==> config.mk <==
export PLATFORM = sky130hd
export DESIGN_NAME = external_trigger_module
export DESIGN_NICKNAME = d
export VERILOG_FILES = /design/src/etm_pkg.sv /design/src/event_if.sv /design/src/external_trigger_module.sv /design/src/pin_event_detect.sv
export SDC_FILE = /design/constraint.sdc
export NUM_CORES = 1
export LEC_CHECK = 0
export BUFFER_PORTS_ARGS = -buffer_cell sky130_fd_sc_hd__buf_2
export CAP_MARGIN = 20
export CORE_MARGIN = 2
export CORE_UTILIZATION = 42
export CTS_CLUSTER_SIZE = 20
export DETAILED_ROUTE_END_ITERATION = 16
export HOLD_SLACK_MARGIN = 0.15
export PLACE_DENSITY = 0.67
export SYNTH_ARGS = -nofsm -noshare
export SYNTH_HDL_FRONTEND = slang
export SYNTH_SLANG_ARGS = --single-unit
export TNS_END_PERCENT = 10
==> constraint.sdc <==
create_clock -name core_clk -period 2.36 [get_ports core_clk]
set_clock_uncertainty 0.2 [all_clocks]
set_input_delay 0.354 -clock core_clk [delete_from_list [all_inputs] [get_ports core_clk]]
set_output_delay 0.354 -clock core_clk [all_outputs]
set_load 0.005 [all_outputs]
==> src/etm_pkg.sv <==
// Purpose: Shared constants and state types of the external trigger module
// Assumes: One 50 MHz core clock, synchronous active-high reset
// Notes: Local register offsets are word indices on the plain register port

package etm_pkg;

    // ------------------------------------------------------------
    // Clock
    // ------------------------------------------------------------
    localparam int CLK_PERIOD_NS = 20; // Core clock period at 50 MHz

    // ------------------------------------------------------------
    // Local register port map
    // ------------------------------------------------------------
    localparam int REG_ADDR_W = 4;
    localparam logic [3:0] REG_CONFIG = 4'h0; // Hold enable and word count
    localparam logic [3:0] REG_EVENTS = 4'h1; // Accepted event counter (read only)
    localparam logic [3:0] REG_LOST = 4'h2;   // Lost event counter (read only)

    // Configuration register fields
    localparam int CFG_HOLD_BIT = 0;          // Keep request up through busy
    localparam int CFG_WORDS_LSB = 1;         // Readout words per event, 0..3
    localparam int CFG_WORDS_W = 2;
    localparam int CFG_W = 3;
    localparam logic [2:0] CFG_RESET = 3'h3;  // Hold on, one readout word

    // Control word from the trigger system
    localparam int CTL_DISABLE_BIT = 0;       // Module disabled
    localparam int CTL_CLR_ERR_BIT = 1;       // Clears the sticky error flag

    // Status word to the trigger system
    localparam int STS_TS_W = 24;             // Timestamp of last accepted event
    localparam int STS_ERR_BIT = 31;          // Sticky lost-event flag

    // Readout status bits
    localparam int RDO_STS_LOST_BIT = 0;      // Events were lost since last readout

    // Counter width
    localparam int CNT_W = 16;

    // ------------------------------------------------------------
    // State types
    // ------------------------------------------------------------
    typedef enum logic [1:0] {
        TRG_IDLE = 2'b00,
        TRG_REQ = 2'b01,
        TRG_HOLD = 2'b10
    } trg_state_e;

    typedef enum logic [1:0] {
        RO_IDLE = 2'b00,
        RO_WRITE = 2'b01,
        RO_FINISH = 2'b10,
        RO_WAIT = 2'b11
    } ro_state_e;

endpackage

==> src/event_if.sv <==
// Purpose: Carries detected pin events and their timestamps
// Assumes: Driven and read in the core clock domain
// Notes: Pulse is one cycle long; timestamp is valid with it

`timescale 1ns/10ps
`default_nettype none

interface event_if #(
    parameter int TS_W = 24
);
    logic event_pulse;          // One-cycle event strobe
    logic [TS_W-1:0] event_ts;  // Timestamp captured with the edge

    modport src (output event_pulse, output event_ts);
    modport snk (input event_pulse, input event_ts);
endinterface

`default_nettype wire

==> src/external_trigger_module.sv <==
// Purpose: External trigger module facing the central trigger system
// Assumes: All trigger system signals are on core_clk; event pin is asynchronous
// Notes: Readout writes up to three words per readout trigger
//
// Behaviour
// - Single-cycle request suffices when system idle
// - Hold request through busy until busy drops
// - No data configured means no words written
// - Readout channel returns words, strobes, status, finished
// - Control bit 0 disables module and data
// - Module drives 32-bit read-only status word
// - Extra settings live on separate register port
//
// Design decisions made here: the address-and-strobe port and the address map.

`timescale 1ns/10ps
`default_nettype none

module external_trigger_module #(
    parameter int TS_W = etm_pkg::STS_TS_W
) (
    // Clock and reset
    input wire logic core_clk,
    input wire logic rst,
    // Asynchronous event source
    input wire logic event_pin,
    // Trigger handshake
    output logic trg_req_out,
    input wire logic busy_in,
    // Readout channel
    input wire logic rdo_trg_in,
    output logic [31:0] rdo_data_out,
    output logic rdo_write_out,
    output logic [31:0] readout_status_bits_out,
    output logic rdo_finished_out,
    // Words managed by the trigger system
    input wire logic [31:0] control_word_in,
    output logic [31:0] status_word_out,
    // Local register port
    input wire logic [etm_pkg::REG_ADDR_W-1:0] reg_addr,
    input wire logic [31:0] reg_wdata,
    input wire logic reg_wr,
    input wire logic reg_rd,
    output logic [31:0] reg_rdata
);

    // ------------------------------------------------------------
    // Elaboration check
    // ------------------------------------------------------------
    generate
        if (TS_W != etm_pkg::STS_TS_W) begin : g_bad_ts
            $error("TS_W must match the status timestamp field");
        end
    endgenerate

    // ------------------------------------------------------------
    // Event detection
    // ------------------------------------------------------------
    event_if #(.TS_W(TS_W)) ev ();

    pin_event_detect #(.TS_W(TS_W)) u_detect (
        .core_clk(core_clk),
        .rst(rst),
        .event_pin(event_pin),
        .ev(ev)
    );

    // ------------------------------------------------------------
    // Declarations
    // ------------------------------------------------------------
    etm_pkg::trg_state_e trg_state_r, trg_state_nxt; // Trigger handshake state
    etm_pkg::ro_state_e ro_state_r, ro_state_nxt;    // Readout sequence state
    logic [etm_pkg::CFG_W-1:0] cfg_r;                // Local configuration
    logic [etm_pkg::CNT_W-1:0] evt_cnt_r;            // Accepted events
    logic [etm_pkg::CNT_W-1:0] lost_cnt_r;           // Lost events
    logic [TS_W-1:0] last_ts_r;                      // Timestamp of last accept
    logic err_r, err_nxt;                            // Sticky lost flag
    logic lost_since_r;                              // Lost since last readout
    logic rdo_trg_d_r;                               // Readout trigger history
    logic [1:0] idx_r;                               // Readout word index
    logic [31:0] snap_cnt_r, snap_ts_r, snap_lost_r; // Frozen readout data
    logic [31:0] data_r;
    logic write_r;
    logic fin_r;
    logic [31:0] rdata_r;

    // Decoded controls
    wire disabled = control_word_in[etm_pkg::CTL_DISABLE_BIT];
    wire clr_err = control_word_in[etm_pkg::CTL_CLR_ERR_BIT];
    wire cfg_hold = cfg_r[etm_pkg::CFG_HOLD_BIT];
    wire [1:0] cfg_words = cfg_r[etm_pkg::CFG_WORDS_LSB +: etm_pkg::CFG_WORDS_W];
    wire ev_go = ev.event_pulse & ~disabled;
    wire ev_accept = ev_go & (trg_state_r == etm_pkg::TRG_IDLE);
    wire drop_busy = (trg_state_r == etm_pkg::TRG_REQ) & busy_in & ~cfg_hold;
    wire lost_evt = (ev_go & (trg_state_r != etm_pkg::TRG_IDLE)) | drop_busy;
    wire ro_start = rdo_trg_in & ~rdo_trg_d_r;
    wire ro_empty = disabled | (cfg_words == 2'h0);
    wire wr_cfg = reg_wr & (reg_addr == etm_pkg::REG_CONFIG);

    // Select one readout word by index
    function automatic logic [31:0] word_sel(input logic [1:0] idx,
                                             input logic [31:0] w0,
                                             input logic [31:0] w1,
                                             input logic [31:0] w2);
        case (idx)
            2'h0: word_sel = w0;
            2'h1: word_sel = w1;
            default: word_sel = w2;
        endcase
    endfunction

    // ------------------------------------------------------------
    // Trigger handshake
    // ------------------------------------------------------------
    // Request is high in any state but idle, so reset forces it low
    assign trg_req_out = (trg_state_r != etm_pkg::TRG_IDLE);

    always_comb begin
        trg_state_nxt = trg_state_r;
        case (trg_state_r)
            etm_pkg::TRG_IDLE: begin
                if (ev_go) begin
                    trg_state_nxt = etm_pkg::TRG_REQ;
                end
            end
            etm_pkg::TRG_REQ: begin
                // Busy seen: either keep asking or give up and flag it
                if (busy_in && cfg_hold) begin
                    trg_state_nxt = etm_pkg::TRG_HOLD;
                end else begin
                    trg_state_nxt = etm_pkg::TRG_IDLE;
                end
            end
            etm_pkg::TRG_HOLD: begin
                // Drop only after one cycle with busy low, so it is taken
                if (!busy_in) begin
                    trg_state_nxt = etm_pkg::TRG_IDLE;
                end
            end
            default: begin
                trg_state_nxt = etm_pkg::TRG_IDLE;
            end
        endcase
    end

    always_ff @(posedge core_clk) begin
        if (rst) begin
            trg_state_r <= etm_pkg::TRG_IDLE;
        end else begin
            trg_state_r <= trg_state_nxt;
        end
    end

    // ------------------------------------------------------------
    // Event bookkeeping and status word
    // ------------------------------------------------------------
    // A new loss wins over a clear in the same cycle
    assign err_nxt = lost_evt | (err_r & ~clr_err);

    always_ff @(posedge core_clk) begin
        if (rst) begin
            evt_cnt_r <= '0;
            lost_cnt_r <= '0;
            last_ts_r <= '0;
            err_r <= 1'b0;
        end else begin
            err_r <= err_nxt;
            if (ev_accept) begin
                evt_cnt_r <= evt_cnt_r + 1'b1;
                last_ts_r <= ev.event_ts;
            end
            if (lost_evt) begin
                lost_cnt_r <= lost_cnt_r + 1'b1;
            end
        end
    end

    // Status word: last timestamp low, sticky error on top
    always_ff @(posedge core_clk) begin
        if (rst) begin
            status_word_out <= '0;
        end else begin
            status_word_out <= '0;
            status_word_out[TS_W-1:0] <= ev_accept ? ev.event_ts : last_ts_r;
            status_word_out[etm_pkg::STS_ERR_BIT] <= err_nxt;
        end
    end

    // ------------------------------------------------------------
    // Readout sequence
    // ------------------------------------------------------------
    always_comb begin
        ro_state_nxt = ro_state_r;
        case (ro_state_r)
            etm_pkg::RO_IDLE: begin
                if (ro_start) begin
                    ro_state_nxt = ro_empty ? etm_pkg::RO_FINISH : etm_pkg::RO_WRITE;
                end
            end
            etm_pkg::RO_WRITE: begin
                if (idx_r == cfg_words - 2'h1) begin
                    ro_state_nxt = etm_pkg::RO_FINISH;
                end
            end
            etm_pkg::RO_FINISH: begin
                ro_state_nxt = etm_pkg::RO_WAIT;
            end
            etm_pkg::RO_WAIT: begin
                // A new readout needs the trigger to fall first
                if (!rdo_trg_in) begin
                    ro_state_nxt = etm_pkg::RO_IDLE;
                end
            end
            default: begin
                ro_state_nxt = etm_pkg::RO_IDLE;
            end
        endcase
    end

    // State, index and frozen data; freezing keeps words consistent
    always_ff @(posedge core_clk) begin
        if (rst) begin
            ro_state_r <= etm_pkg::RO_IDLE;
            rdo_trg_d_r <= 1'b0;
            idx_r <= 2'h0;
            snap_cnt_r <= '0;
            snap_ts_r <= '0;
            snap_lost_r <= '0;
        end else begin
            ro_state_r <= ro_state_nxt;
            rdo_trg_d_r <= rdo_trg_in;
            if (ro_start) begin
                idx_r <= 2'h0;
                snap_cnt_r <= {{(32 - etm_pkg::CNT_W){1'b0}}, evt_cnt_r};
                snap_ts_r <= {{(32 - TS_W){1'b0}}, last_ts_r};
                snap_lost_r <= {{(32 - etm_pkg::CNT_W){1'b0}}, lost_cnt_r};
            end else if (ro_state_r == etm_pkg::RO_WRITE) begin
                idx_r <= idx_r + 2'h1;
            end
        end
    end

    // Registered channel outputs: one strobe per word, then finished
    always_ff @(posedge core_clk) begin
        if (rst) begin
            data_r <= '0;
            write_r <= 1'b0;
            fin_r <= 1'b0;
            lost_since_r <= 1'b0;
            readout_status_bits_out <= '0;
        end else begin
            write_r <= (ro_state_r == etm_pkg::RO_WRITE);
            data_r <= word_sel(idx_r, snap_cnt_r, snap_ts_r, snap_lost_r);
            fin_r <= (ro_state_r == etm_pkg::RO_FINISH);
            if (ro_state_r == etm_pkg::RO_FINISH) begin
                readout_status_bits_out <= '0;
                readout_status_bits_out[etm_pkg::RDO_STS_LOST_BIT] <= lost_since_r | lost_evt;
                lost_since_r <= 1'b0;
            end else if (lost_evt) begin
                lost_since_r <= 1'b1;
            end
        end
    end

    assign rdo_data_out = data_r;
    assign rdo_write_out = write_r;
    assign rdo_finished_out = fin_r;

    // ------------------------------------------------------------
    // Local register port
    // ------------------------------------------------------------
    // Settings beyond the managed words live here
    always_ff @(posedge core_clk) begin
        if (rst) begin
            cfg_r <= etm_pkg::CFG_RESET;
            rdata_r <= '0;
        end else begin
            if (wr_cfg) begin
                cfg_r <= reg_wdata[etm_pkg::CFG_W-1:0];
            end
            if (reg_rd) begin
                case (reg_addr)
                    etm_pkg::REG_CONFIG: rdata_r <= {{(32 - etm_pkg::CFG_W){1'b0}}, cfg_r};
                    etm_pkg::REG_EVENTS: rdata_r <= {{(32 - etm_pkg::CNT_W){1'b0}}, evt_cnt_r};
                    etm_pkg::REG_LOST: rdata_r <= {{(32 - etm_pkg::CNT_W){1'b0}}, lost_cnt_r};
                    default: rdata_r <= '0;
                endcase
            end else begin
                rdata_r <= '0;
            end
        end
    end

    assign reg_rdata = rdata_r;
endmodule

`default_nettype wire

==> src/pin_event_detect.sv <==
// Purpose: Synchronise the event pin and stamp each rising edge
// Assumes: Pin is asynchronous to core_clk and stays high at least two cycles
// Notes: Adds three cycles of latency from pin to pulse

`timescale 1ns/10ps
`default_nettype none

module pin_event_detect #(
    parameter int TS_W = 24
) (
    // Clock and reset
    input wire logic core_clk,
    input wire logic rst,
    // Asynchronous event pin
    input wire logic event_pin,
    // Detected events
    event_if.src ev
);

    // ------------------------------------------------------------
    // Elaboration check
    // ------------------------------------------------------------
    generate
        if (TS_W < 1 || TS_W > 31) begin : g_bad_ts
            $error("TS_W must lie between 1 and 31");
        end
    endgenerate

    logic sync1_r;              // First stage, read by second stage only
    logic sync2_r;              // Second stage, safe to use
    logic prev_r;               // Delayed copy for edge detection
    logic [TS_W-1:0] ts_r;      // Free-running timestamp
    logic pulse_r;              // Registered event strobe
    logic [TS_W-1:0] stamp_r;   // Registered event timestamp
    logic rise;                 // Rising edge seen

    assign rise = sync2_r & ~prev_r;

    // Two-flop synchroniser and edge history
    always_ff @(posedge core_clk) begin
        if (rst) begin
            sync1_r <= 1'b0;
            sync2_r <= 1'b0;
            prev_r <= 1'b0;
        end else begin
            sync1_r <= event_pin;
            sync2_r <= sync1_r;
            prev_r <= sync2_r;
        end
    end

    // Timestamp counter and capture on each edge
    always_ff @(posedge core_clk) begin
        if (rst) begin
            ts_r <= '0;
            pulse_r <= 1'b0;
            stamp_r <= '0;
        end else begin
            ts_r <= ts_r + 1'b1;
            pulse_r <= rise;
            if (rise) begin
                stamp_r <= ts_r;
            end
        end
    end

    assign ev.event_pulse = pulse_r;
    assign ev.event_ts = stamp_r;

endmodule

`default_nettype wire

==> results of run 1 <==
==> cell usage in the layout (no fill, tap or decap), types with 6 or more instances in the layout <==
| master | Yosys | final |
|---|---|---|
| nand3_1 | 20 | 20 |
| inv_1 | 17 | 17 |
| or4_1 | 8 | 8 |
| clkbuf_16 | 0 | 23 |
| clkbuf_8 | 0 | 8 |
| nor2_1 | 62 | 62 |
| dlygate4sd3_1 | 0 | 20 |
| ha_1 | 10 | 10 |
| a22oi_1 | 29 | 29 |
| xnor2_1 | 16 | 16 |
| a21oi_1 | 150 | 150 |
| nor2b_1 | 14 | 13 |
| nand2_1 | 243 | 243 |
| mux2i_1 | 6 | 6 |
| nor3_1 | 6 | 6 |
| conb_1 | 1 | 62 |
| buf_4 | 63 | 34 |
| o31ai_1 | 9 | 9 |
| clkinv_2 | 0 | 6 |
| xor2_1 | 13 | 13 |
| and2_1 | 12 | 12 |
| nand4_1 | 13 | 13 |
| o21ai_0 | 17 | 17 |
| buf_2 | 2 | 83 |
| or3_1 | 17 | 17 |
| dfxtp_1 | 219 | 219 |
==> state kept, by name, summed over array words and instances, names as in the netlist, 2 cells and up <==
| name | count |
|---|---|
| cfg_r | 3 |
| evt_cnt_r | 16 |
| idx_r | 2 |
| last_ts_r | 23 |
| lost_cnt_r | 16 |
| rdo_data_out | 24 |
| reg_rdata | 16 |
| ro_state_r | 2 |
| snap_cnt_r | 16 |
| snap_lost_r | 16 |
| snap_ts_r | 24 |
| trg_state_r | 2 |
| u_detect.ev.event_ts | 24 |
| u_detect.ts_r | 24 |
==> critical path, cell delays in order (launching register included) <==
cell     delay, ns
dfxtp_1       0.32
or4b_1        0.62
or4_4         0.60
or3_1         0.37
a21oi_1       0.14
==> metal layers <==
| layer | up-vias | share of wire, % | wire, um | global-route usage (%) |
|---|---|---|---|---|
| li1 | 3629 | - | - | - |
| met1 | 3372 | 45 | 9130 | 23.90 |
| met2 | 137 | 49 | 9941 | 30.39 |
| met3 | 24 | 4.2 | 843 | 3.058 |
| met4 | 0 | 1.5 | 298 | 3.857 |
| met5 | - | 0 | 0 | 0 |
==> cells by family (layout without fill, tap and decap cells) <==
group / Yosys count / after routing / synth area share, %
compound gates: 221 / 221 / 14.21
xor+xnor: 29 / 29 / 2.875
fa+ha+maj: 10 / 10 / 1.416
buf+inv: 151 / 199 / 9.122
flops: 219 / 219 / 49.63
mux: 9 / 9 / 1.062
other cells: 1 / 62 / 0.04245
simple gates: 423 / 423 / 21.64
==> metrics by stage <==
step           instance area [sq um]  cells  hold WS (ns)  setup WS [ns]  utilization [%]
2_1_floorplan                   9062   1124        0.2059        0.06594                -
3_3_place_gp                    9383   1382        0.2213       -0.01924            45.06
3_5_place_dp                    9383   1382        0.2220       -0.03585            45.06
4_1_cts                        10360   1445        0.1734        0.06868            49.75
5_1_grt                        10370   1447        0.2283       0.002680            49.82
6_report                       10370   1447        0.2058        0.05528            49.82
==> report_power, final <==
part / leakage, nW / switching [W] / internal, W
Clock: 0.387 / 0.00142 / 0.00215
Sequential: 1.77 / 0.0000280 / 0.00374
Combinational: 1.71 / 0.000327 / 0.000172
Total: 3.86 / 0.00177 / 0.00606
==> synthesized netlist by cell type, types with 4 or more instances <==
cell type,count
a2111oi_0,4
a21oi_1,150
a22oi_1,29
and2_1,12
and4_1,5
buf_4,63
clkbuf_1,66
dfxtp_1,219
ha_1,10
inv_1,17
mux2i_1,6
nand2_1,243
nand2b_1,5
nand3_1,20
nand4_1,13
nor2_1,62
nor2b_1,14
nor3_1,6
nor4_1,5
o21ai_0,17
o31ai_1,9
or3_1,17
or4_1,8
xnor2_1,16
xor2_1,13
==> final cells by class <==
type                       count  area, sq um
inverter                      17        63.81
fill                        1981        10450
clock buffer                  34        696.9
timing repair buffer         140        922.1
multi-input combinational    754         3894
sequential                   219         4384
tap                          275        344.1
clock inverter                 8        68.82
==> final timing paths <==
path	endpoint
max	evt_cnt_r[15]$_SDFFE_PP0P_
min	reg_rdata[1]$_SDFF_PP0_
max reg2reg	evt_cnt_r[15]$_SDFFE_PP0P_
min reg2reg	u_detect.sync2_r$_SDFF_PP0_
==> timing repair <==
action | 4_1_cts | 5_1_grt
resized for setup | 0 | 1
setup buffers | 0 | 3
hold buffers | 21 | 0
endpoints found under the setup margin | 0 | 3
endpoints found under the hold margin | 51 | 0
==> flow_summary.yaml, run 1 <==
finish:
  area_delta_synth_final_pct: 17.44
  drive_gt1_share_pct: 14.42
  diodes: 0
  final_nets: 1240
sta:
  period_minus_slack_ns: 2.305
  finalMaxSlewViolations: 0
  tns_ns: 0
  worstMarginPinSlew_ns: 0.6710
  setup_viol: 0
  grt_setup_unrepaired: "no"
  timing.fmax_mhz: 433.9
  finalHoldViolCount: 0
  max_slew_margin_pct: 55.03
  fin_crit_sh_pct: 97.66
setup_path:
  path_class: "reg2reg"
  reg2reg_slack_ns: 0.06
  worst_setup_path_start_kind: "flip-flop"
  cp_max_fo: 5
  critPathRequiredTime_ns: 2.61
  startpoint: "trg_state_r[1]$_SDFFE_PP0P_"
  worst_setup_path_end_kind: "flip-flop"
  r2r_cells: 4
  arrival_ns: 2.55
  timing.rr.start: "trg_state_r[1]$_SDFFE_PP0P_"
cts:
  cts.sinks: 219
  cts-root-buf: "clkbuf_16"
  clk_latency_ns: 0.51
  cts_tree: "done"
  cts_made_buffers: 23
  clockBufferDepth: 3
  clk_pin_slew_ns: 0.06
  htree_levels: 1
floorplanning:
  boundaryPins: 206
  fp.dieArea_sq_um: 22210
  die_w_um: 149.0
  start_util_pct: 42.42
  rows: 53
  die_y_um: 149.0
  core_area_sq_um: 20820
global_routing:
  grt_pass1_wl_um: 32610
  grt-ovfl-total: 0
  grt_pass1_vias: 6436
  grt_max_degree: 70
  grt_use_total_pct: 17.87
  antenna_found_initial: 0
synthesis:
  synth.distinct_cells: 46
  synth-edff-count: 0
  synthTopCellsByArea: "dfxtp_1 50%, nand2_1 10%, a21oi_1 8.5%"
  yosysTopAreaCell: "dfxtp_1"
  ys_ff_latch: 219
  yosysWarnings: 0
  ys_seq_area_share_pct: 49.63
  avgSynthCellArea_sq_um: 8.310
  synth-main-ff-cell: "dfxtp_1"
  synthCells: 1063
  syn_area_sq_um: 8833
  synth_top_area_share_pct: 49.63
  synthArstFlopShare_pct: 0
pwr:
  p_leak_nw: 3.858
  peakVddDrop_mv: 0.4085
  totalPowerFinal_w: 0.007836
  powerDensity_nw_per_um2: 755.3
placement:
  post-dp-hpwl_um: 13790
  place_congestion: 0.8309
  io_buffers: 84
min_path:
  min_from: "reg_addr[0]"
  hold_path.class: "in2reg"
  min_path_cells: 4
route:
  ant_nets: 0
  drc: 0
  first_iter_violations: 460
  wire_per_inst_um: 13.97
  vias: 7162
  finalWirelength_um: 20210
  avgViaCountPerCell: 4.950
  first_pass_iters: 5
flow_run:
  maxCapViolCount: 0
run_status:
  status: "finished clean"
No activity file was read; power rests on OpenSTA's default activity.
==> inputs of run 2 (changes only) <==
Settings changed: PLACE_DENSITY 0.67 to default.
Clock period 2.36 ns to 2.3 ns, I/O delays scaled along.
==> run 2 against run 1 <==
  * Via count grew 0.39%
  * Register-to-register slack better by 0.04 ns
  * Critical path depth rose by 2
  * Global-route usage increased by 0.78 points
  * Flip-flop and latch count stayed put
  * Cell count up 0.28%
  * Die area unchanged
==> flow_summary.yaml, run 2 (same netlist as run 1, synthesis figures left out) <==
run_status:
  status: "finished clean"
cts:
  cts.sinks: 219
  htree_levels: 1
  cts-root-buf: "clkbuf_16"
  cts_tree: "done"
  clk_latency_ns: 0.51
  clockBufferDepth: 3
  clk_pin_slew_ns: 0.06
  cts_made_buffers: 23
sta:
  setup_viol: 0
  timing.fmax_mhz: 452.9
  fin_crit_sh_pct: 96.01
  worstMarginPinSlew_ns: 0.5730
  finalHoldViolCount: 0
  period_minus_slack_ns: 2.208
  grt_setup_unrepaired: "no"
  max_slew_margin_pct: 61.72
  finalMaxSlewViolations: 0
pwr:
  p_sw_w: 0.001838
  p_leak_nw: 3.903
  p_seq_share_pct: 47.5
  p_int_w: 0.006301
  totalPowerFinal_w: 0.008139
  clock_power_share_pct: 46.0
  p_sw_share_pct: 22.58
  p_comb_share_pct: 6.5
  powerDensity_nw_per_um2: 778.3
  peakVddDrop_mv: 0.4992
global_routing:
  grt_max_degree: 71
  antenna_found_initial: 0
  grt-ovfl-total: 0
  grt_pass1_vias: 6447
  grt_use_total_pct: 18.66
  grt_pass1_wl_um: 33960
floorplanning:
  core_area_sq_um: 20820
  die_y_um: 149.0
  boundaryPins: 206
  fp.dieArea_sq_um: 22210
  start_util_pct: 42.42
  die_w_um: 149.0
  rows: 53
setup_path:
  worst_setup_path_end_kind: "flip-flop"
  worst_setup_path_start_kind: "input pin"
  timing.rr.start: "trg_state_r[1]$_SDFFE_PP0P_"
  rr_endpoint: "err_r$_SDFF_PP0_"
  reg2reg_slack_ns: 0.10
  r2r_cells: 7
  path_class: "in2reg"
  crit_top_cell: "dlygate4sd3_1"
  critPathMaxStageDelay_ns: 0.56
  worst_path_max_delay_cell: "dlygate4sd3_1"
  cp_max_fo: 70
  arrival_ns: 2.39
  critPathRequiredTime_ns: 2.48
  path_cells: "dlygate4sd3_1 > clkbuf_8 > nand4b_1 > buf_4 > nor2_1 > dlygate4sd3_1"
route:
  ant_nets: 0
  wire_per_inst_um: 14.46
  vias: 7190
  first_iter_violations: 475
  avgViaCountPerCell: 4.955
  finalWirelength_um: 20980
  drc: 0
  first_pass_iters: 5
flow_run:
  maxCapViolCount: 0
finish:
  final_area_sq_um: 10460
  drive_gt1_share_pct: 15.31
  mostFrequentLayoutCell: "nand2_1"
  ff_latch_area_sq_um: 4384
  fill_cells: 2030
  final_nets: 1246
  layout_common_cells: "243 x nand2_1, 219 x dfxtp_1, 150 x a21oi_1"
  multi_input_area_sq_um: 3910
  area_delta_synth_final_pct: 18.38
  diodes: 0
placement:
  placed_cell_area_sq_um: 9478
  post-dp-hpwl_um: 14220
  io_buffers: 84
  place_congestion: 0.7932
min_path:
  hold_path.class: "in2reg"
  min_path_cells: 5
  hold_end: "reg_rdata[0]$_SDFF_PP0_"
  min_from: "reg_addr[1]"
-- run 2: power by group through the flow --
stage	Clock, W	Sequential (W)	Combinational, W
floorplan	0	0.00395	0.000413
global placement	0	0.00395	0.000499
detailed placement	0	0.00395	0.000504
CTS	0.00383	0.00387	0.000526
global route	0.00399	0.00387	0.000590
finish	0.00374	0.00387	0.000527
-- run 2: critical path, delay by kind of cell --
family	cells	cell delay, ns
simple gates	2	0.26
buf+inv	4	1.78
-- run 2: timing repair --
action | in CTS | in global routing
gates resized for setup | 1 | 6
hold endpoints to repair | 68 | 0
endpoints found under the setup margin | 1 | 7
setup buffers | 0 | 0
pin swaps | 0 | 1
cloned | 0 | 0
hold buffers | 18 | 0
-- run 2: worst max-delay path by stage --
stage,startpoint,to,slack [ns],depth (start not counted)
after floorplan,trg_state_r[1]$_SDFFE_PP0P_,evt_cnt_r[15]$_SDFFE_PP0P_,0.006,5
after global placement,control_word_in[0],evt_cnt_r[15]$_SDFFE_PP0P_,-0.05,5
after detailed placement,control_word_in[0],evt_cnt_r[15]$_SDFFE_PP0P_,-0.04,5
after CTS,trg_state_r[1]$_SDFFE_PP0P_,evt_cnt_r[15]$_SDFFE_PP0P_,0.05,4
after global routing,u_detect.ts_r[6]$_SDFF_PP0_,u_detect.ts_r[19]$_SDFF_PP0_,0.004,4
final,rst,reg_rdata[2]$_SDFF_PP0_,0.09,6
-- run 2: metal layers --
metal / global-route usage, % / part of all wire [%] / up-vias
met5: 0 / 0 / -
met4: 3.857 / 1.5 / 0
met1: 25.95 / 47 / 3374
li1: - / - / 3652
met3: 2.538 / 4.0 / 27
met2: 31.11 / 48 / 137
-- run 2: cell type report --
class / instances / share of cell area, %
Sequential cell: 219 / 41.92
Multi-Input combinational cell: 754 / 37.39
Timing Repair Buffer: 146 / 9.368
Clock buffer: 32 / 6.497
Tap cell: 275 / 3.290
Clock inverter: 8 / 0.9213
Inverter: 17 / 0.6102
-- run 2: per-stage QoR --
step | utilization (%) | setup TNS [ns] | hold WS [ns] | setup WS [ns] | cells
after global placement | 45.52 | -0.06316 | 0.2256 | -0.05244 | 1393
after global routing | 50.22 | 0 | 0.2178 | 0.004497 | 1451
after floorplan | - | 0 | 0.2059 | 0.005945 | 1124
after CTS | 50.13 | 0 | 0.1557 | 0.04529 | 1451
after detailed placement | 45.52 | -0.06333 | 0.2362 | -0.04498 | 1393
final | 50.22 | 0 | 0.1658 | 0.09187 | 1451
==> inputs of run 3 (changes only) <==
Settings changed: CELL_PAD_IN_SITES_DETAIL_PLACEMENT from default to 1, CELL_PAD_IN_SITES_GLOBAL_PLACEMENT from default to 2, CORE_UTILIZATION 42 to 31, MAX_ROUTING_LAYER from default to met4, PLACE_DENSITY_LB_ADDON from default to 0.1.
==> run 3 against run 2 <==
  * Utilization is 12 points lower
  * Critical path type is now reg2reg
  * Via count is 2.1% higher
  * Global-route usage is 1.6 points lower
  * Routed wire length is 20% higher
  * Flip-flop and latch count stayed put
  * Cell count is 8.4% higher
  * Power is 2.4% higher
  * Highest routed layer unchanged
  * Critical path depth is 2 lower
==> flow_summary.yaml, run 3 (same netlist as run 1, synthesis figures left out) <==
global_routing:
  grt_pass1_wl_um: 40540
  grt_use_total_pct: 17.09
  antenna_found_initial: 0
  grt-ovfl-total: 0
  grt_max_degree: 89
  grt_pass1_vias: 7272
setup_path:
  arrival_ns: 2.51
  timing.critical_path.buf_inv: 0
  cp_max_fo: 5
  worst_setup_path_end_kind: "flip-flop"
  cp_top_family: "simple AND/OR/NAND/NOR gates"
  path_class: "reg2reg"
  critPathRequiredTime_ns: 2.57
  path_cells: "or4b_4 > or4_4 > or3_1 > a21oi_1"
  worst_path_max_delay_cell: "or4b_4"
  critPathMaxStageDelay_ns: 0.57
  worst_setup_path_start_kind: "flip-flop"
sta:
  finalMaxSlewViolations: 0
  finalHoldViolCount: 0
  max_slew_margin_pct: 53.66
  fin_crit_sh_pct: 97.07
  worstMarginPinSlew_ns: 0.6915
  fin_hold_ws_ns: 0.1695
  period_minus_slack_ns: 2.233
  timing.fmax_mhz: 447.9
  setup_viol: 0
  grt_setup_unrepaired: "no"
  setup_ws_ns: 0.06728
floorplanning:
  boundaryPins: 206
  die_w_um: 172.8
  rows: 61
  start_util_pct: 31.62
  fp.dieArea_sq_um: 29860
  die_y_um: 172.8
  core_area_sq_um: 27930
min_path:
  hold_path.class: "in2reg"
cts:
  clk_pin_slew_ns: 0.06
  clk_latency_ns: 0.54
  cts_tree: "done"
  htree_levels: 1
  clockBufferDepth: 3
  cts-root-buf: "clkbuf_16"
  cts_made_buffers: 26
  cts.sinks: 219
route:
  wire_per_inst_um: 15.98
  avgViaCountPerCell: 4.666
  vias: 7340
  first_iter_violations: 344
  finalWirelength_um: 25140
  drc: 0
  first_pass_iters: 4
  ant_nets: 0
placement:
  io_buffers: 84
  place_ws_ns: -0.1025
  place_congestion: 0.7618
  post-dp-hpwl_um: 17180
finish:
  utilization_pct: 38.55
  layout_common_cells: "243 x nand2_1, 219 x dfxtp_1, 149 x a21oi_1"
  diodes: 0
  final_nets: 1264
  drive_gt1_share_pct: 16.23
  fill_cells: 3378
  mostFrequentLayoutCell: "nand2_1"
  area_delta_synth_final_pct: 21.91
pwr:
  peakVddDrop_mv: 0.4531
  powerDensity_nw_per_um2: 774.2
  p_leak_nw: 4.020
run_status:
  status: "finished clean"
flow_run:
  maxCapViolCount: 0
-- run 3: worst register-to-register path: stages (launching register included) --
cell and delay [ns]:
dfxtp_1 0.35, or4b_4 0.57, or4_4 0.58, or3_1 0.36, a21oi_1 0.13
-- run 3: cell type report --
type | count | area (sq um) | area share, %
clock buffers | 36 | 738.2 | 6.855
clock inverters | 8 | 76.32 | 0.7087
inverters | 17 | 63.81 | 0.5925
multi-input cells | 754 | 3928 | 36.47
flip-flops and latches | 219 | 4384 | 40.71
well taps | 378 | 473.0 | 4.392
repair buffers | 161 | 1106 | 10.27
-- run 3: power breakdown --
| part | switching [W] | leakage [nW] | internal [W] |
|---|---|---|---|
| Clock | 0.00160 | 0.407 | 0.00233 |
| Combinational | 0.000350 | 1.85 | 0.000183 |
| Sequential | 0.0000318 | 1.77 | 0.00384 |
-- run 3: per-layer routing --
layer | routed length [um] | up-vias | track usage [%]
met5 | 0 | - | -
met4 | 318 | 0 | 3.037
met3 | 752 | 24 | 2.375
met2 | 11910 | 107 | 27.67
met1 | 12160 | 3522 | 23.00
li1 | - | 3687 | -
-- run 3: timing repair --
item | CTS | global route
setup endpoints to repair | 1 | 13
pin swaps | 0 | 1
gates resized for setup | 1 | 11
endpoints found under the hold margin | 42 | 0
buffers inserted | 0 | 1
hold buffers | 22 | 0
-- run 3: path summary, 6_finish.rpt --
kind | startpoint | end | slack (ns) | depth (start not counted)
min | control_word_in[0] | evt_cnt_r[15]$_SDFFE_PP0P_ | 0.17 | 5
max | trg_state_r[1]$_SDFFE_PP0P_ | evt_cnt_r[15]$_SDFFE_PP0P_ | 0.07 | 4
min reg2reg | u_detect.sync1_r$_SDFF_PP0_ | u_detect.sync2_r$_SDFF_PP0_ | 0.24 | 1
max reg2reg | trg_state_r[1]$_SDFFE_PP0P_ | evt_cnt_r[15]$_SDFFE_PP0P_ | 0.07 | 4
-- run 3: per-stage QoR --
stage,instances,power (W),TNS (ns),cell area (sq um)
finish,1573,0.008338,0,10770
global route,1573,0.008696,0,10770
CTS,1572,0.008485,0,10720
detailed placement,1506,0.004478,-0.1996,9682
global placement,1506,0.004476,-0.05438,9682
floorplan,1124,0.004364,0,9062
